### src/felu_defs.svh
// Constants of the fault escalation and lockup unit.
`ifndef FELU_DEFS_SVH
`define FELU_DEFS_SVH

// Priority field width; a lower value is a higher priority.
`define FELU_PRI_W       3
`define FELU_ADDR_W      32
`define FELU_ADDR_RST    32'h0000_0000

// Hard fault cause bits.
`define FELU_HF_W        2
`define FELU_HF_TABLE_FETCH_BUS_ERROR_FLAG     0
`define FELU_HF_ESCALATION_FLAG   1
`define FELU_HF_RST      2'h0

// Memory management cause bits.
`define FELU_MM_W        4
`define FELU_MM_IACC     0
`define FELU_MM_DACC     1
`define FELU_MM_PUSH     2
`define FELU_MM_POP      3
`define FELU_MM_RST      4'h0

// Bus error cause bits.
`define FELU_BF_W        5
`define FELU_BF_PUSH     0
`define FELU_BF_POP      1
`define FELU_BF_PREF     2
`define FELU_BF_EXACT    3
`define FELU_BF_INEXACT  4
`define FELU_BF_RST      5'h00

// Usage cause bits.
`define FELU_UF_W        6
`define FELU_UF_CP       0
`define FELU_UF_UNKNOWN_OPCODE_FLAG    1
`define FELU_UF_STATE    2
`define FELU_UF_RET      3
`define FELU_UF_ALIGN    4
`define FELU_UF_ZERO_DIVISOR_FLAG     5
`define FELU_UF_RST      6'h00

`endif

### src/felu_pkg.sv
// Types shared by the fault escalation and lockup unit.
`include "felu_defs.svh"
`default_nettype none
package felu_pkg;

   // One-cycle fault events from pipeline, bus interface and MPU.
   typedef struct packed {
      logic table_fetch_bus_error_flag_bus_err;
      logic ifetch_mpu_viol;
      logic ifetch_never_execute;
      logic data_mpu_viol;
      logic push_mpu_viol;
      logic pop_mpu_viol;
      logic push_bus_err;
      logic pop_bus_err;
      logic prefetch_bus_err;
      logic data_bus_err;
      logic data_bus_exact;
      logic cp_access;
      logic unknown_op;
      logic leave_native_set;
      logic bad_multiple_continuation;
      logic bad_exception_return_code;
      logic misaligned;
      logic zero_divisor;
   } felu_ev_t;

   // Priority and handler enable settings, and the sleep select.
   typedef struct packed {
      logic [`FELU_PRI_W-1:0] pri_mem;
      logic [`FELU_PRI_W-1:0] pri_bus;
      logic [`FELU_PRI_W-1:0] pri_usage;
      logic                   en_mem;
      logic                   en_bus;
      logic                   en_usage;
      logic                   deep_sleep_select;
   } felu_cfg_t;

   // Software clear strobes, one per cause bit.
   typedef struct packed {
      logic [`FELU_HF_W-1:0] hard;
      logic [`FELU_MM_W-1:0] mem;
      logic [`FELU_BF_W-1:0] bus;
      logic [`FELU_UF_W-1:0] usage;
   } felu_clr_t;

   typedef enum logic [2:0] {
      FELU_CTX_THREAD = 3'h0,
      FELU_CTX_NMI    = 3'h1,
      FELU_CTX_HARD   = 3'h2,
      FELU_CTX_MEM    = 3'h3,
      FELU_CTX_BUS    = 3'h4,
      FELU_CTX_USAGE  = 3'h5,
      FELU_CTX_OTHER  = 3'h6
   } felu_ctx_t;

   typedef enum logic [2:0] {
      FELU_LK_RUN = 3'h1,
      FELU_LK_HF  = 3'h2,
      FELU_LK_NMI = 3'h4
   } felu_lock_t;

endpackage
`default_nettype wire

### src/felu_escalate.sv
// Decides which raised configurable faults must become hard faults.
`include "felu_defs.svh"
`default_nettype none
module felu_escalate (
   // Current execution context.
   input  wire felu_pkg::felu_ctx_t      ctx,
   input  wire logic [`FELU_PRI_W-1:0]   cur_pri,
   input  wire felu_pkg::felu_cfg_t      cfg,
   // Raised fault classes.
   input  wire logic                     raise_mem,
   input  wire logic                     raise_bus,
   input  wire logic                     raise_usage,
   input  wire logic                     bus_entry_push,
   // Escalation results.
   output logic                          esc_mem,
   output logic                          esc_bus,
   output logic                          esc_usage
);

   // Hard fault and NMI outrank every configurable priority.
   function automatic logic must_esc(
      input felu_pkg::felu_ctx_t    own,
      input logic [`FELU_PRI_W-1:0] pri,
      input logic                   en,
      input felu_pkg::felu_ctx_t    c,
      input logic [`FELU_PRI_W-1:0] cp
   );
      logic fixed_hi;
      logic in_hdl;
      fixed_hi = (c == felu_pkg::FELU_CTX_NMI) ||
                 (c == felu_pkg::FELU_CTX_HARD);
      in_hdl   = (c != felu_pkg::FELU_CTX_THREAD);
      must_esc = !en ||
                 (c == own) ||
                 fixed_hi ||
                 (in_hdl && pri >= cp);
   endfunction

   always_comb begin
      esc_mem   = raise_mem &&
                  must_esc(felu_pkg::FELU_CTX_MEM, cfg.pri_mem,
                           cfg.en_mem, ctx, cur_pri);
      // A push error while entering the bus handler stays a bus fault.
      esc_bus   = raise_bus && !bus_entry_push &&
                  must_esc(felu_pkg::FELU_CTX_BUS, cfg.pri_bus,
                           cfg.en_bus, ctx, cur_pri);
      esc_usage = raise_usage &&
                  must_esc(felu_pkg::FELU_CTX_USAGE, cfg.pri_usage,
                           cfg.en_usage, ctx, cur_pri);
   end

endmodule
`default_nettype wire

### src/felu_sleep.sv
// Light and deep sleep clock and power controls.
`default_nettype none
module felu_sleep (
   // Clock, reset and enable.
   input  wire logic clk,
   input  wire logic rst_n,
   input  wire logic ce,
   // Sleep request and mode select.
   input  wire logic sleep_req,
   input  wire logic deep_sel,
   // Gating outputs.
   output logic      cpu_clk_stop,
   output logic      sys_clk_stop,
   output logic      pll_off,
   output logic      flash_off
);

   logic cpu_stop_r;
   logic deep_r;

   always_ff @(posedge clk or negedge rst_n) begin
      if (!rst_n) begin
         cpu_stop_r <= 1'b0;
         deep_r     <= 1'b0;
      end else if (ce) begin
         cpu_stop_r <= sleep_req;
         deep_r     <= sleep_req && deep_sel;
      end
   end

   assign cpu_clk_stop = cpu_stop_r;
   assign sys_clk_stop = deep_r;
   assign pll_off      = deep_r;
   assign flash_off    = deep_r;

   a_light_sleep_only:
   assert property (@(posedge clk) disable iff (!rst_n)
      ce && sleep_req && !deep_sel |=> cpu_clk_stop && !sys_clk_stop
                                        && !pll_off && !flash_off)
      else $error("light sleep stopped more than the core clock");

   a_deep_sleep_sel:
   assert property (@(posedge clk) disable iff (!rst_n)
      ce && sleep_req && deep_sel |=> cpu_clk_stop && sys_clk_stop
                                      && pll_off && flash_off)
      else $error("deep sleep select did not stop clocks and power");

endmodule
`default_nettype wire

### src/felu_core.sv
// Fault classification, escalation, address capture and lockup.
`include "felu_defs.svh"
`default_nettype none
module felu_core (
   // Clock, reset and enable.
   input  wire logic                     CORE_CLK,
   input  wire logic                     RST_N,
   input  wire logic                     CE,
   // Fault events and the faulting access address.
   input  wire felu_pkg::felu_ev_t       FAULT_EV,
   input  wire logic [`FELU_ADDR_W-1:0]  FAULT_ADDR,
   input  wire logic                     ENTERING_BUS_HANDLER,
   // Execution context.
   input  wire felu_pkg::felu_ctx_t      CUR_CTX,
   input  wire logic [`FELU_PRI_W-1:0]   CUR_PRI,
   input  wire logic                     NMI,
   input  wire logic                     DBG_HALT,
   // Software settings and clears.
   input  wire felu_pkg::felu_cfg_t      CFG,
   input  wire felu_pkg::felu_clr_t      CLR,
   input  wire logic                     SLEEP_REQ,
   // Cause flags and addresses.
   output logic [`FELU_HF_W-1:0]         HARD_CAUSE,
   output logic [`FELU_MM_W-1:0]         MEM_CAUSE,
   output logic [`FELU_BF_W-1:0]         BUS_CAUSE,
   output logic [`FELU_UF_W-1:0]         USAGE_CAUSE,
   output logic [`FELU_ADDR_W-1:0]       MM_ADDR,
   output logic [`FELU_ADDR_W-1:0]       BUS_ADDR,
   // Exception requests and lockup.
   output logic                          TAKE_HARD,
   output logic                          TAKE_MEM,
   output logic                          TAKE_BUS,
   output logic                          TAKE_USAGE,
   output logic                          LOCKUP,
   // Sleep controls.
   output logic                          CPU_CLK_STOP,
   output logic                          SYS_CLK_STOP,
   output logic                          PLL_OFF,
   output logic                          FLASH_OFF
);

   felu_pkg::felu_lock_t          lock_r;
   felu_pkg::felu_lock_t          lock_nxt;
   logic [`FELU_HF_W-1:0]         hard_cause_r;
   logic [`FELU_MM_W-1:0]         mem_cause_r;
   logic [`FELU_BF_W-1:0]         bus_cause_r;
   logic [`FELU_UF_W-1:0]         usage_cause_r;
   logic [`FELU_HF_W-1:0]         hf_set;
   logic [`FELU_MM_W-1:0]         mm_set;
   logic [`FELU_BF_W-1:0]         bf_set;
   logic [`FELU_UF_W-1:0]         uf_set;
   logic [`FELU_ADDR_W-1:0]       mm_addr_r;
   logic [`FELU_ADDR_W-1:0]       bus_addr_r;
   logic                          take_hard_r;
   logic                          take_mem_r;
   logic                          take_bus_r;
   logic                          take_usage_r;
   logic                          run;
   logic                          raise_mem;
   logic                          raise_bus;
   logic                          raise_usage;
   logic                          esc_mem;
   logic                          esc_bus;
   logic                          esc_usage;
   logic                          esc_any;
   logic                          hard_raise;
   logic                          in_top_handler;

   // No instruction executes in lockup, so no new fault can arise.
   assign run = (lock_r == felu_pkg::FELU_LK_RUN);

   always_comb begin
      mm_set = `FELU_MM_RST;
      mm_set[`FELU_MM_IACC] = run && (FAULT_EV.ifetch_mpu_viol ||
                              FAULT_EV.ifetch_never_execute);
      mm_set[`FELU_MM_DACC] = run && FAULT_EV.data_mpu_viol;
      mm_set[`FELU_MM_PUSH] = run && FAULT_EV.push_mpu_viol;
      mm_set[`FELU_MM_POP]  = run && FAULT_EV.pop_mpu_viol;
      bf_set = `FELU_BF_RST;
      bf_set[`FELU_BF_PUSH] = run && FAULT_EV.push_bus_err;
      bf_set[`FELU_BF_POP]  = run && FAULT_EV.pop_bus_err;
      bf_set[`FELU_BF_PREF] = run && FAULT_EV.prefetch_bus_err;
      bf_set[`FELU_BF_EXACT] = run && FAULT_EV.data_bus_err &&
                               FAULT_EV.data_bus_exact;
      bf_set[`FELU_BF_INEXACT] = run && FAULT_EV.data_bus_err &&
                                 !FAULT_EV.data_bus_exact;
      uf_set = `FELU_UF_RST;
      uf_set[`FELU_UF_CP]    = run && FAULT_EV.cp_access;
      uf_set[`FELU_UF_UNKNOWN_OPCODE_FLAG] = run && FAULT_EV.unknown_op;
      uf_set[`FELU_UF_STATE] = run &&
                               (FAULT_EV.leave_native_set ||
                                FAULT_EV.bad_multiple_continuation);
      uf_set[`FELU_UF_RET]   = run &&
                               FAULT_EV.bad_exception_return_code;
      uf_set[`FELU_UF_ALIGN] = run && FAULT_EV.misaligned;
      uf_set[`FELU_UF_ZERO_DIVISOR_FLAG]  = run && FAULT_EV.zero_divisor;
   end

   assign raise_mem   = |mm_set;
   assign raise_bus   = |bf_set;
   assign raise_usage = |uf_set;

   felu_escalate u_escalate (
      .ctx            (CUR_CTX),
      .cur_pri        (CUR_PRI),
      .cfg            (CFG),
      .raise_mem      (raise_mem),
      .raise_bus      (raise_bus),
      .raise_usage    (raise_usage),
      .bus_entry_push (FAULT_EV.push_bus_err && ENTERING_BUS_HANDLER),
      .esc_mem        (esc_mem),
      .esc_bus        (esc_bus),
      .esc_usage      (esc_usage)
   );

   assign esc_any        = esc_mem || esc_bus || esc_usage;
   assign hard_raise     = run && (FAULT_EV.table_fetch_bus_error_flag_bus_err || esc_any);
   assign in_top_handler = (CUR_CTX == felu_pkg::FELU_CTX_NMI) ||
                           (CUR_CTX == felu_pkg::FELU_CTX_HARD);

   always_comb begin
      hf_set = `FELU_HF_RST;
      hf_set[`FELU_HF_TABLE_FETCH_BUS_ERROR_FLAG]   = run && FAULT_EV.table_fetch_bus_error_flag_bus_err;
      hf_set[`FELU_HF_ESCALATION_FLAG] = run && esc_any;
   end

   // A new cause wins over a clear in the same cycle.
   always_ff @(posedge CORE_CLK or negedge RST_N) begin
      if (!RST_N) begin
         hard_cause_r  <= `FELU_HF_RST;
         mem_cause_r   <= `FELU_MM_RST;
         bus_cause_r   <= `FELU_BF_RST;
         usage_cause_r <= `FELU_UF_RST;
      end else if (CE) begin
         hard_cause_r  <= (hard_cause_r & ~CLR.hard) | hf_set;
         mem_cause_r   <= (mem_cause_r & ~CLR.mem) | mm_set;
         bus_cause_r   <= (bus_cause_r & ~CLR.bus) | bf_set;
         usage_cause_r <= (usage_cause_r & ~CLR.usage) | uf_set;
      end
   end

   always_ff @(posedge CORE_CLK or negedge RST_N) begin
      if (!RST_N) begin
         mm_addr_r  <= `FELU_ADDR_RST;
         bus_addr_r <= `FELU_ADDR_RST;
      end else if (CE) begin
         if (raise_mem) begin
            mm_addr_r <= FAULT_ADDR;
         end
         if (raise_bus) begin
            bus_addr_r <= FAULT_ADDR;
         end
      end
   end

   // A hard fault masks the lower fault requests of the same cycle.
   always_ff @(posedge CORE_CLK or negedge RST_N) begin
      if (!RST_N) begin
         take_hard_r  <= 1'b0;
         take_mem_r   <= 1'b0;
         take_bus_r   <= 1'b0;
         take_usage_r <= 1'b0;
      end else if (CE) begin
         take_hard_r  <= hard_raise && !in_top_handler;
         take_mem_r   <= raise_mem && !esc_mem && !hard_raise;
         take_bus_r   <= raise_bus && !esc_bus && !hard_raise;
         take_usage_r <= raise_usage && !esc_usage && !hard_raise;
      end
   end

   always_comb begin
      lock_nxt = lock_r;
      unique case (lock_r)
         felu_pkg::FELU_LK_RUN: begin
            if (hard_raise && in_top_handler) begin
               lock_nxt = (CUR_CTX == felu_pkg::FELU_CTX_NMI) ?
                          felu_pkg::FELU_LK_NMI : felu_pkg::FELU_LK_HF;
            end
         end
         felu_pkg::FELU_LK_HF: begin
            if (NMI || DBG_HALT) begin
               lock_nxt = felu_pkg::FELU_LK_RUN;
            end
         end
         felu_pkg::FELU_LK_NMI: begin
            if (DBG_HALT) begin
               lock_nxt = felu_pkg::FELU_LK_RUN;
            end
         end
         default: lock_nxt = felu_pkg::FELU_LK_RUN;
      endcase
   end

   always_ff @(posedge CORE_CLK or negedge RST_N) begin
      if (!RST_N) begin
         lock_r <= felu_pkg::FELU_LK_RUN;
      end else if (CE) begin
         lock_r <= lock_nxt;
      end
   end

   felu_sleep u_sleep (
      .clk          (CORE_CLK),
      .rst_n        (RST_N),
      .ce           (CE),
      .sleep_req    (SLEEP_REQ),
      .deep_sel     (CFG.deep_sleep_select),
      .cpu_clk_stop (CPU_CLK_STOP),
      .sys_clk_stop (SYS_CLK_STOP),
      .pll_off      (PLL_OFF),
      .flash_off    (FLASH_OFF)
   );

   assign HARD_CAUSE  = hard_cause_r;
   assign MEM_CAUSE   = mem_cause_r;
   assign BUS_CAUSE   = bus_cause_r;
   assign USAGE_CAUSE = usage_cause_r;
   assign MM_ADDR     = mm_addr_r;
   assign BUS_ADDR    = bus_addr_r;
   assign TAKE_HARD   = take_hard_r;
   assign TAKE_MEM    = take_mem_r;
   assign TAKE_BUS    = take_bus_r;
   assign TAKE_USAGE  = take_usage_r;
   assign LOCKUP      = !run;

   a_table_fetch_bus_error_flag_hard_flag:
   assert property (@(posedge CORE_CLK) disable iff (!RST_N)
      CE && run && FAULT_EV.table_fetch_bus_error_flag_bus_err
      |=> HARD_CAUSE[`FELU_HF_TABLE_FETCH_BUS_ERROR_FLAG] && (TAKE_HARD || LOCKUP))
      else $error("vector read error not raised as hard fault");

   a_escalate_flag:
   assert property (@(posedge CORE_CLK) disable iff (!RST_N)
      CE && run && esc_any |=> HARD_CAUSE[`FELU_HF_ESCALATION_FLAG])
      else $error("escalation did not set its flag");

   a_never_exec_fetch:
   assert property (@(posedge CORE_CLK) disable iff (!RST_N)
      CE && run && FAULT_EV.ifetch_never_execute
      |=> MEM_CAUSE[`FELU_MM_IACC])
      else $error("never-execute fetch did not fault");

   a_stack_flags:
   assert property (@(posedge CORE_CLK) disable iff (!RST_N)
      CE && run && FAULT_EV.pop_mpu_viol && !FAULT_EV.push_mpu_viol
      && !mem_cause_r[`FELU_MM_PUSH] && !CLR.mem[`FELU_MM_POP]
      |=> MEM_CAUSE[`FELU_MM_POP] && !MEM_CAUSE[`FELU_MM_PUSH])
      else $error("unstacking violation set the wrong flag");

   a_exact_or_not:
   assert property (@(posedge CORE_CLK) disable iff (!RST_N)
      CE && run && FAULT_EV.data_bus_err && FAULT_EV.data_bus_exact
      && !bus_cause_r[`FELU_BF_INEXACT]
      |=> BUS_CAUSE[`FELU_BF_EXACT] && !BUS_CAUSE[`FELU_BF_INEXACT])
      else $error("exact data bus error flagged wrongly");

   a_bad_state_flag:
   assert property (@(posedge CORE_CLK) disable iff (!RST_N)
      CE && run && FAULT_EV.bad_multiple_continuation
      |=> USAGE_CAUSE[`FELU_UF_STATE])
      else $error("continuation return did not flag bad state");

   a_disabled_handler:
   assert property (@(posedge CORE_CLK) disable iff (!RST_N)
      CE && run && raise_usage && !CFG.en_usage
      |=> !TAKE_USAGE && (TAKE_HARD || LOCKUP))
      else $error("fault with disabled handler not escalated");

   a_bus_entry_push:
   assert property (@(posedge CORE_CLK) disable iff (!RST_N)
      CE && run && FAULT_EV.push_bus_err && ENTERING_BUS_HANDLER
      && CFG.en_bus && CUR_CTX == felu_pkg::FELU_CTX_THREAD
      && !FAULT_EV.table_fetch_bus_error_flag_bus_err && !raise_mem && !raise_usage
      |=> TAKE_BUS && !TAKE_HARD)
      else $error("bus handler entry push error escalated");

   a_mm_address:
   assert property (@(posedge CORE_CLK) disable iff (!RST_N)
      CE && raise_mem |=> MM_ADDR == $past(FAULT_ADDR))
      else $error("memory fault address not captured");

   a_lockup_entry:
   assert property (@(posedge CORE_CLK) disable iff (!RST_N)
      CE && hard_raise && CUR_CTX == felu_pkg::FELU_CTX_HARD
      |=> LOCKUP && !TAKE_HARD)
      else $error("hard fault in hard handler did not lock up");

   a_nmi_lock_holds:
   assert property (@(posedge CORE_CLK) disable iff (!RST_N)
      lock_r == felu_pkg::FELU_LK_NMI && !DBG_HALT |=> LOCKUP)
      else $error("nmi released lockup entered from nmi handler");

   a_flag_sticky:
   assert property (@(posedge CORE_CLK) disable iff (!RST_N)
      USAGE_CAUSE[`FELU_UF_ZERO_DIVISOR_FLAG] && !(CE && CLR.usage[`FELU_UF_ZERO_DIVISOR_FLAG])
      |=> USAGE_CAUSE[`FELU_UF_ZERO_DIVISOR_FLAG])
      else $error("cause flag dropped without a clear");

endmodule
`default_nettype wire

### config.mk
export PLATFORM = sky130hd
export DESIGN_NAME = felu_core
export DESIGN_NICKNAME = d
export VERILOG_FILES = /design/src/felu_pkg.sv /design/src/felu_escalate.sv /design/src/felu_sleep.sv /design/src/felu_core.sv
export VERILOG_INCLUDE_DIRS = /design/src
export SDC_FILE = /design/constraint.sdc
export NUM_CORES = 1
export LEC_CHECK = 0
export BUFFER_PORTS_ARGS = -buffer_cell sky130_fd_sc_hd__buf_2
export CORE_MARGIN = 3
export CORE_UTILIZATION = 45
export DETAILED_ROUTE_END_ITERATION = 10
export GPL_ROUTABILITY_DRIVEN = 0
export GPL_TIMING_DRIVEN = 0
export HOLD_SLACK_MARGIN = 0.05
export PLACE_DENSITY = 0.76
export SLEW_MARGIN = 40
export SYNTH_ARGS = -nofsm -noshare
export SYNTH_HDL_FRONTEND = slang
export SYNTH_SLANG_ARGS = --single-unit
### constraint.sdc
create_clock -name CORE_CLK -period 4.9 [get_ports CORE_CLK]
set_input_delay 0 -clock CORE_CLK [delete_from_list [all_inputs] [get_ports CORE_CLK]]
set_output_delay 0 -clock CORE_CLK [all_outputs]
set_load 0.01 [all_outputs]
After elaboration in Yosys (flattened, before gate mapping)
Index checks and enable logic that the tools add are counted.
- bitwise operators: 12
- order comparisons: 3
- equality and inequality tests: 11
- muxes and demuxes: 5
- reductions and logical operators: 70
- operator list (cell ; number):
    1-bit logical AND ; 36
    1-bit logical OR ; 16
    3-bit 2-to-1 mux ; 4
    1-bit zero test ; 11
    3-bit by 2-bit equality test with 1-bit output (second input constant) ; 3
    3-bit equality test (second input constant) ; 3
    3-bit >= comparator ; 3
    3-bit one-hot mux with 3 select lines ; 1
    6-bit bitwise AND ; 1
    3-bit by 1-bit equality test with 1-bit output (second input constant) ; 2
    6-bit inverter ; 1
    6-bit OR ; 1
    6-bit OR reduction ; 1
    5-bit bitwise AND ; 1
    5-bit inverter ; 1
    5-bit OR ; 1
    5-bit OR reduction ; 1
    4-bit bitwise AND ; 1
    2-bit != test (second input constant) ; 2
    4-bit inverter ; 1
    4-bit OR ; 1
    2-bit AND reduction ; 2
    4-bit AND reduction ; 1
    4-bit OR reduction ; 1
    5 further kinds ; 5
- input bits: 93
- register bits after elaboration: 90
- output and inout bits: 90
- word-level logic and storage cells: 114

Depth between registers and ports, before layout
Gate-level depths: netlist (run 1).
- depth after elaboration: 13
- mapped depth: 7
- mapped depth without buffers: 7

Hierarchy
Synthesis (run 1) repeated with hierarchy kept, for this count alone.
- cells, all modules: 291
- area, all modules: 4041.4 um^2
- by module, submodules not included (module ; instances ; cells an instance ; area each (um^2) ; sequential area each (um^2)):
    felu_core ; 1 ; 245 ; 3668.5 ; 2203.4
    felu_escalate ; 1 ; 38 ; 279.0 ; 0.0
    felu_sleep ; 1 ; 8 ; 93.8 ; 50.0

Least setup slack after synthesis (run 1)
No wires, ideal clock.
- kind: reg-to-reg
- start point: register lock_r[0]
- end point: register bus_addr_r[0] (netlist: BUS_ADDR[0])
- buffers on the path: 1
- path slack: 3.185 ns
- cell stages (with the launch flop): 6
- required time: 4.775 ns
- library setup time: 0.125 ns
- arrival: 1.590 ns
- clock period less this slack: 1.715 ns
- cell sequence: dfstp_2 nor3b_2 nand2_1 nor2_2 buf_4 mux2_2
- cells in the longest elaborated chain, start to end: 5
- elaborated cells between the ends (all ways): 9
- those cells by class: eq/ne (1); reduce/logical (8)
- ends and longest elaborated chain (item ; line ; source):
    start: declaration ; felu_core.sv:42 ; felu_pkg::felu_lock_t lock_r;
    start signal: assignment ; felu_core.sv:196 ; lock_r <= felu_pkg::FELU_LK_RUN;
    start signal: assignment ; felu_core.sv:198 ; lock_r <= lock_nxt;
    3-bit by 1-bit equality test with 1-bit output * ; felu_core.sv:70 ; assign run = (lock_r == felu_pkg::FELU_LK_RUN);
    1-bit logical AND ; felu_core.sv:83, felu_core.sv:85 ;
    1-bit logical AND, on equally long branches ; felu_core.sv:83, felu_core.sv:85 ;
    5-bit OR reduction * ; felu_core.sv:100 ; assign raise_bus = |bf_set;
    2-bit AND reduction (no source line) * ; -- ;
    end signal: assignment ; felu_core.sv:145 ; bus_addr_r <= `FELU_ADDR_RST;
    end: declaration ; felu_core.sv:53 ; logic [`FELU_ADDR_W-1:0] bus_addr_r;
Mark *: on every way between the ends. The rest lies on a longest branch, timed or not.
A chain may end at the register's enable or synchronous reset.

Worst setup path after layout (run 1)
- start point: register lock_r[0]
- end point: register bus_cause_r[4] (netlist: BUS_CAUSE[4])
- cells in the longest elaborated chain, start to end: 4
- ends and longest elaborated chain (item ; line ; source):
    3-bit by 1-bit equality test with 1-bit output ; felu_core.sv:70 ;
    1-bit logical AND (2 in series) ; felu_core.sv:85 ; bf_set[`FELU_BF_INEXACT] = run && FAULT_EV.data_bus_err &&
    5-bit OR ; felu_core.sv:137 ; bus_cause_r <= (bus_cause_r & ~CLR.bus) | bf_set;
    end signal: assignment ; felu_core.sv:132 ; bus_cause_r <= `FELU_BF_RST;
    end signal: assignment ; felu_core.sv:137 ;
    end: declaration ; felu_core.sv:46 ; logic [`FELU_BF_W-1:0] bus_cause_r;
Every way passes these cells.

==> results.toml, run 1 <==
[synth]
synth_cell_types = 46
synthArstFlopShare_pct = 100.0
synth.avg_cell_area_um2 = 13.28
synth_edf_count = 0
synth_largest_area_cell = "dfrtp_1"
ys_ff_latch = 90
synth_top_area_share_pct = 56.85
syn_inst = 295
ys.flop_type = "dfrtp_1"
synth.cell_area_um2 = 3918
yosysWarnings = 0
seq_area_frac_synth_pct = 57.52
synth_area_leaders = "dfrtp_1 57%, mux2_2 18%, ha_1 2.9%, nand2_1 2.6%, a22o_1 2.5%"
syn-num-nets = 397

[layout]
diodes = 0
area_growth_pct = 51.23
drive_gt1_share_pct = 50.00
postLayoutCoreUtil_pct = 71.03
fin_nets = 661
multi_input_area_um2 = 1489
seq_area_um2 = 2253
n_fill_cell = 579

[sta]
final.min_clock_period_ns = 2.206
fmax_ghz = 0.4533
finalSetupViolCount = 0
period_share_pct = 45.02
rsz0062_at_grt = "false"
finalClockSkew_ns = 0.01001
slew_headroom_pct = 60.88
tightest_slew_ns = 0.5815
maxSlewViolCount = 0
report.final.hold_viol_count = 0
timing.setup.tns_ns = 0

[clocking]
clockBufferDepth = 2
cts_tree = "yes"
cts_made_buffers = 9
cts_hold_buffers = 74
clk_pin_slew_ns = 0.09
cts_max_level = 3
clock-sinks = 90
clock_tree.root_cell = "clkbuf_8"
post-cts-setup-buffers = 0
worstSkewPairLatency_ns = 0.35
cts_resized = 0

[setup_path]
crit_chain = "nor3b_2 -> and2_1 -> buf_4 -> buf_2 -> nand2_1 -> o21ai_0 -> dlygate4sd3_1"
crit_family = "buffers and inverters"
cp-start-kind = "flip-flop"
crit_type = "flip-flop to flip-flop"
cpMaxStageDelayCell = "dlygate4sd3_1"
endpoint_kind = "flip-flop"
cp_slowest_stage_delay_ns = 0.57
path_buf_inv = 3
crit_required_ns = 5.18
crit_fanout = 10
crit_arrival_ns = 2.49

[placed_design]
portBuffers = 178
dpl.hpwl_mm = 7.772

[power_and_ir_drop]
power_mw = 2.209
peakVddDrop_uv = 254.3
p_leak_nw = 2.911
power_density_nw_per_um2 = 372.8

[grt]
antenna_found_initial = 0
grt_remaining_overflow = 0
grt_pass1_vias = 3793
grt_pass1_wl_mm = 18.44
grt_usage_pct = 23.42
grt_max_degree = 62

[routing]
drc = 0
vias_per_cell = 5.115
ant_nets = 0
routed_wirelength_mm = 11.48
vias = 3422
drt_iter0_markers = 87
post_drt_wl_per_cell_um = 17.16
drt_pass1_iterations = 4

[floorplan]
core_um2 = 8341
initial_core_util_pct = 46.97
fp.dieH_um = 99.31
fp.dieArea_um2 = 9861
io_pins = 183
fp-row-count = 33
die_w_um = 99.31

[min_path]
hold_class = "input pin to flip-flop"

[status]
outcome = "completed"

[flow_run]
max-cap-violations = 0
path summary, 6_finish.rpt:
| path | startpoint | endpoint | slack [ns] | depth (start not counted) |
|---|---|---|---|---|
| worst max-delay path | lock_r[0] | BUS_CAUSE[4] | 2.69 | 7 |
| worst min-delay path | CUR_CTX[2] | lock_r[0] | 0.07 | 3 |
| worst max register to register | lock_r[0] | BUS_CAUSE[4] | 2.69 | 7 |
| worst min register to register | HARD_CAUSE[1] | HARD_CAUSE[1] | 0.50 | 1 |
| max in group asynchronous | RST_N | BUS_CAUSE[3] | 4.23 | 3 |
| min in group asynchronous | RST_N | BUS_ADDR[3] | 0.08 | 2 |
through the flow:
stage	setup WS [ns]	std cells	cell area (um2)	hold slack, ns
6_report	2.694	669	5924	0.06853
2_1_floorplan	3.185	295	3918	-0.2956
4_1_cts	2.691	669	5924	0.06546
3_3_place_gp	2.725	578	4940	0.2243
5_1_grt	2.558	669	5924	0.09983
3_5_place_dp	2.695	579	4974	-0.1020
per-layer routing:
| metal | GRT usage (%) | part of all wire [%] | wire length [um] |
|---|---|---|---|
| met1 | 26.79 | 38 | 4384 |
| met2 | 43.18 | 53 | 6076 |
| met3 | 5.189 | 7.1 | 813 |
| met4 | 7.668 | 1.8 | 205 |
| met5 | 0 | 0 | 0 |
area by class of cell:
cell class,instances,area share (%)
Sequential cell,90,38.04
Timing Repair Buffer,253,28.11
Multi-Input combinational cell,175,25.13
Clock buffer,10,2.323
Tap cell,105,2.218
Buffer,16,2.070
Clock inverter,6,1.225
Inverter,14,0.8870
cell usage after synthesis (3+ instances only):
library cell  instances
dfrtp_1              89
mux2_2               64
nand2_1              27
inv_1                14
a22o_1               11
o21ai_0              10
ha_1                  9
nor2_1                9
buf_4                 6
buf_6                 5
a21oi_1               3
nor2b_1               3
nor3b_1               3
worst register-to-register path, cell delays in order (launching register included):
cell,delay (ns)
dfstp_2,0.55
nor3b_2,0.23
and2_1,0.16
buf_4,0.16
buf_2,0.25
nand2_1,0.09
o21ai_0,0.15
dlygate4sd3_1,0.57
power by group:
part | switching [mW] | internal (mW) | leakage [nW]
Clock | 0.275 | 0.257 | 0.109
Sequential | 0.0854 | 0.905 | 1.07
Combinational | 0.321 | 0.365 | 1.74
cell families after synthesis:
logic type | Yosys count | share of synthesized area (%)
AOI/OAI and AO/OA | 43 | 8.624
xor gates and xnor gates | 1 | 0.2236
adders and majority gates | 10 | 3.130
buffers and inverters | 30 | 4.471
DFF | 90 | 57.52
muxes | 67 | 19.35
and+or+nand+nor | 54 | 6.676
state kept, by name, indices dropped and copies added, names as in the netlist, 2 cells and up:
signal and flops:
BUS_ADDR 32, BUS_CAUSE 5, HARD_CAUSE 2, MEM_CAUSE 4, MM_ADDR 32, USAGE_CAUSE 6
lock_r 3
cells in the final DEF (no fill, tap or decap), types with 2 or more instances in the layout:
master	n
buf_6	6
a41o_1	2
buf_4	6
nor3b_1	3
mux2_1	2
nor2_1	9
nor3_1	2
ha_1	9
clkbuf_8	10
a21oi_1	3
o2111ai_1	2
o21ai_0	10
inv_1	14
inv_6	2
buf_1	2
o22ai_1	2
dfrtp_1	89
a31oi_1	2
nand3_1	2
a22o_1	11
nand2_1	27
nor2b_1	3
mux2_2	64
buf_2	179
dlygate4sd3_1	74
Power figures use the tool's default switching activity.
==> run 2, diff against run 1 <==
==> constraint.sdc (replaced) <==
create_clock -name CORE_CLK -period 2.31 [get_ports CORE_CLK]
set_input_delay 0 -clock CORE_CLK [delete_from_list [all_inputs] [get_ports CORE_CLK]]
set_output_delay 0 -clock CORE_CLK [all_outputs]
set_load 0.01 [all_outputs]
==> results.toml, run 2 (synthesis results as in run 1) <==
[grt]
grt_pass1_wl_mm = 18.44
grt_remaining_overflow = 0
grt_usage_pct = 23.42
grt_max_degree = 62
antenna_found_initial = 0
grt_pass1_vias = 3793

[setup_path]
cp-start-kind = "flip-flop"
crit_arrival_ns = 2.43
crit_type = "flip-flop to flip-flop"
cp_slowest_stage_delay_ns = 0.55
crit_chain = "nor3b_2 -> nand2_1 -> nor2_2 -> buf_4 -> mux2_2"
cpMaxStageDelayCell = "dfstp_2"
crit_fanout = 10
endpoint_kind = "flip-flop"
crit_family = "simple AND/OR/NAND/NOR gates"
path_buf_inv = 1
crit_required_ns = 2.55

[layout]
layoutNonFillerInstCount = 668
final_cell_mix = "178 x buf_2, 89 x dfrtp_1, 74 x dlygate4sd3_1"
layout_commonest_cell = "buf_2"
drive_gt1_share_pct = 49.91
area_growth_pct = 51.10
fin_nets = 660
postLayoutCoreUtil_pct = 70.97
diodes = 0

[sta]
slew_headroom_pct = 60.73
whs_ns = 0.07115
rsz0062_at_grt = "false"
final.min_clock_period_ns = 2.191
report.final.hold_viol_count = 0
finalClockSkew_ns = 0.009296
timing.setup.tns_ns = 0
tightest_slew_ns = 0.5836
period_share_pct = 94.86
fmax_ghz = 0.4563
maxSlewViolCount = 0
finalSetupViolCount = 0

[placed_design]
dpl.hpwl_mm = 7.772
portBuffers = 178
dp_cells = 579

[routing]
vias_per_cell = 5.106
drc = 0
vias = 3411
post_drt_wl_per_cell_um = 17.12
ant_nets = 0
drt_iter0_markers = 79
drt_pass1_iterations = 4
routed_wirelength_mm = 11.44

[flow_run]
max-cap-violations = 0

[floorplan]
fp.dieH_um = 99.31
die_w_um = 99.31
initial_core_util_pct = 46.97
core_um2 = 8341
fp.dieArea_um2 = 9861
fp-row-count = 33
io_pins = 183

[clocking]
clock_tree.root_cell = "clkbuf_8"
cts_resized = 0
worstSkewPairLatency_ns = 0.34
clock-sinks = 90
post-cts-setup-buffers = 0
cts_max_level = 3
clockBufferDepth = 2
clk_pin_slew_ns = 0.10
cts_made_buffers = 9
cts_tree = "yes"

[power_and_ir_drop]
peakVddDrop_uv = 541.0
p_leak_nw = 2.907
power_density_nw_per_um2 = 790.8

[status]
outcome = "completed"

[min_path]
hold_class = "input pin to flip-flop"
run 2: changes by cell type in the layout (fill, tap and decap cells not counted):
| cell | change |
|---|---|
| buf_2 | -1 |
run 2: power breakdown:
group / leakage [nW] / total [mW] / internal, mW / switching [mW]
combinational: 1.73 / 1.45 / 0.773 / 0.681
clock: 0.109 / 1.13 / 0.546 / 0.581
sequential: 1.07 / 2.10 / 1.92 / 0.181
total: 2.91 / 4.68 / 3.24 / 1.44
run 2: layout make-up:
cell class | instances | area, um2
Clock inverter | 6 | 72.57
Multi-Input combinational cell | 175 | 1489
Inverter | 14 | 52.55
Buffer | 15 | 117.6
Tap cell | 105 | 131.4
Clock buffer | 10 | 137.6
Sequential cell | 90 | 2253
Timing Repair Buffer | 253 | 1665
Fill cell | 579 | 2421
run 2: worst reg2reg max path, stage by stage (launching register included):
cell and delay [ns]:
dfstp_2 0.55, nor3b_2 0.23, nand2_1 0.21, nor2_2 0.44, buf_4 0.29, mux2_2 0.37
run 2: worst paths after layout:
path | start | end | slack, ns | cells after the start
min | CUR_CTX[2] | lock_r[0] | 0.07 | 3
min reg2reg | HARD_CAUSE[1] | HARD_CAUSE[1] | 0.50 | 1
max reg2reg | lock_r[0] | BUS_ADDR[4] | 0.12 | 5
max | lock_r[0] | BUS_ADDR[4] | 0.12 | 5
min in group asynchronous | RST_N | BUS_ADDR[3] | 0.08 | 2
max in group asynchronous | RST_N | BUS_CAUSE[3] | 1.64 | 3
run 2: layer usage:
| layer | vias up | GRT usage [%] | part of all wire (%) |
|---|---|---|---|
| met5 | - | 0 | 0 |
| met4 | 0 | 7.668 | 1.5 |
| met3 | 15 | 5.189 | 7.0 |
| met2 | 139 | 43.18 | 53 |
| met1 | 1680 | 26.79 | 38 |
| li1 | 1577 | - | - |
run 2: per-stage QoR:
stage | setup WS [ns] | power (mW) | instance area (um2)
2_1_floorplan | 0.5949 | 2.800 | 3918
3_3_place_gp | 0.1348 | 3.367 | 4940
3_5_place_dp | 0.1050 | 3.427 | 4974
4_1_cts | 0.1006 | 4.701 | 5924
5_1_grt | 0.02262 | 4.924 | 5919
6_report | 0.1186 | 4.681 | 5919
run 2: repair_timing:
item,4_1_cts,5_1_grt
endpoints found under the setup margin,0,1
hold buffers,74,0
hold endpoints to repair,179,0
==> run 3, diff against run 2 <==
--- a/config.mk
+++ b/config.mk
@@ -8,12 +8,12 @@
 export LEC_CHECK = 0
 export BUFFER_PORTS_ARGS = -buffer_cell sky130_fd_sc_hd__buf_2
 export CORE_MARGIN = 3
-export CORE_UTILIZATION = 45
+export CORE_UTILIZATION = 34
 export DETAILED_ROUTE_END_ITERATION = 10
 export GPL_ROUTABILITY_DRIVEN = 0
 export GPL_TIMING_DRIVEN = 0
 export HOLD_SLACK_MARGIN = 0.05
-export PLACE_DENSITY = 0.76
+export PLACE_DENSITY = 0.59
 export SLEW_MARGIN = 40
 export SYNTH_ARGS = -nofsm -noshare
 export SYNTH_HDL_FRONTEND = slang
==> results.toml, run 3 (synthesis results as in run 1) <==
[floorplan]
core_um2 = 11030
io_pins = 183
fp.dieArea_um2 = 12850
initial_core_util_pct = 35.51
fp-row-count = 38
die_w_um = 113.3
fp.dieH_um = 113.3

[sta]
maxSlewViolCount = 0
report.final.hold_viol_count = 0
tightest_slew_ns = 0.5853
slew_headroom_pct = 60.62
timing.setup.tns_ns = 0
finalSetupViolCount = 0
rsz0062_at_grt = "false"
whs_ns = 0.08172
period_share_pct = 90.50
final.min_clock_period_ns = 2.091
finalClockSkew_ns = 0.004809
fmax_ghz = 0.4783

[clocking]
clock_tree.root_cell = "clkbuf_16"
clockBufferDepth = 2
clk_pin_slew_ns = 0.06
clock-sinks = 90
worstSkewPairLatency_ns = 0.33
cts_max_level = 3
cts_tree = "yes"
cts_made_buffers = 9

[power_and_ir_drop]
peakVddDrop_uv = 540.7
power_mw = 4.882
power_density_nw_per_um2 = 811.5
p_leak_nw = 2.915

[routing]
vias_per_cell = 4.718
drt_iter0_markers = 93
drc = 0
post_drt_wl_per_cell_um = 15.50
routed_wirelength_mm = 10.86
ant_nets = 0
vias = 3307
drt_pass1_iterations = 4

[grt]
grt_remaining_overflow = 0
grt_pass1_vias = 3602
grt_max_degree = 50
antenna_found_initial = 0
grt_usage_pct = 17.24
globalRouteMet1Util_pct = 20.48
busiest_layer = "met2"
grt_use_met3_pct = 5.561
met2_usage_pct = 29.27
grt_pass1_wl_mm = 17.69

[setup_path]
r2r-start = "lock_r[0]"
endpoint_kind = "flip-flop"
crit_type = "flip-flop to flip-flop"
crit_required_ns = 2.53
r2r_cells = 5
cp-start-kind = "flip-flop"
startpoint = "lock_r[0]"
crit_end = "BUS_ADDR[3]"
crit_arrival_ns = 2.31
ff2ff_setup_slack_ns = 0.22
timing.rr.end = "BUS_ADDR[3]"
crit_fanout = 10

[placed_design]
placed_cell_area_um2 = 5017
portBuffers = 178
dpl.hpwl_mm = 7.817

[min_path]
hold_class = "input pin to flip-flop"

[flow_run]
max-cap-violations = 0

[layout]
area_growth_pct = 53.56
multi_input_area_um2 = 1489
diodes = 0
seq_area_um2 = 2253
fin_nets = 658
finish.instance_area_um2 = 6016
layout_commonest_cell = "buf_2"
drive_gt1_share_pct = 49.91
final_cell_mix = "178 x buf_2, 89 x dfrtp_1, 72 x dlygate4sd3_1"
n_fill_cell = 973

[status]
outcome = "completed"
[run 3: cell types whose count changed in the layout (fill, tap and decap cells not counted)]
cell	previous run	this run
clkinv_4	1	2
clkinv_2	1	0
clkbuf_16	0	9
dlygate4sd3_1	74	72
bufinv_16	1	0
clkinvlp_4	0	3
inv_8	1	0
inv_6	2	0
clkbuf_1	1	2
clkbuf_8	10	1
[run 3: through the flow]
stage                     cells  util, %  setup slack (ns)
after floorplan             295        -            0.5949
after global placement      613    45.18            0.1800
after detailed placement    614    45.49            0.1551
after CTS                   702    54.58           0.09527
after global routing        701    54.54           0.08814
final                       701    54.54            0.2195
[run 3: worst max-delay path: stages, from the launching register on]
cell	delay (ns)
dfstp_2	0.54
nor3b_2	0.24
nand2_1	0.20
nor2_2	0.37
buf_4	0.27
mux2_2	0.36
[run 3: timing repair]
action / CTS / global route
hold endpoints to repair: 176 / 0
setup endpoints to repair: 0 / 1
setup buffers: 0 / 0
gates resized for setup: 0 / 0
hold buffers: 72 / 0
[run 3: area by class of cell]
cell class	instances	share of cell area, %
Clock buffer	11	4.035
Inverter	14	0.8735
Sequential cell	90	37.46
Clock inverter	5	0.6656
Timing Repair Buffer	251	27.35
Multi-Input combinational cell	175	24.75
Tap cell	140	2.912
Buffer	15	1.955
[run 3: worst min path at each step]
stage                 from           end  slack (ns)  depth (start not counted)
2_1_floorplan        RST_N   BUS_ADDR[0]       -0.30                          0
3_3_place_gp   FAULT_EV[7]  BUS_CAUSE[4]        0.23                          2
3_5_place_dp         RST_N   BUS_ADDR[4]       -0.06                          1
4_1_cts             CFG[3]      TAKE_MEM        0.06                          3
5_1_grt             CFG[3]      TAKE_MEM        0.08                          3
6_report            CFG[3]      TAKE_MEM        0.08                          3
[run 3: per-layer routing]
metal  routed length (um)  part of all wire [%]
met1                 4513                    42
met2                 5149                    47
met4                  178                   1.6
met5                    0                     0
met3                 1022                   9.4
[run 3: power by group]
group | total [mW] | switching [mW] | leakage, nW | internal [mW]
sequential | 2.10 | 0.174 | 1.07 | 1.92
clock | 1.36 | 0.598 | 0.128 | 0.762
combinational | 1.43 | 0.656 | 1.72 | 0.769
total | 4.88 | 1.43 | 2.91 | 3.45
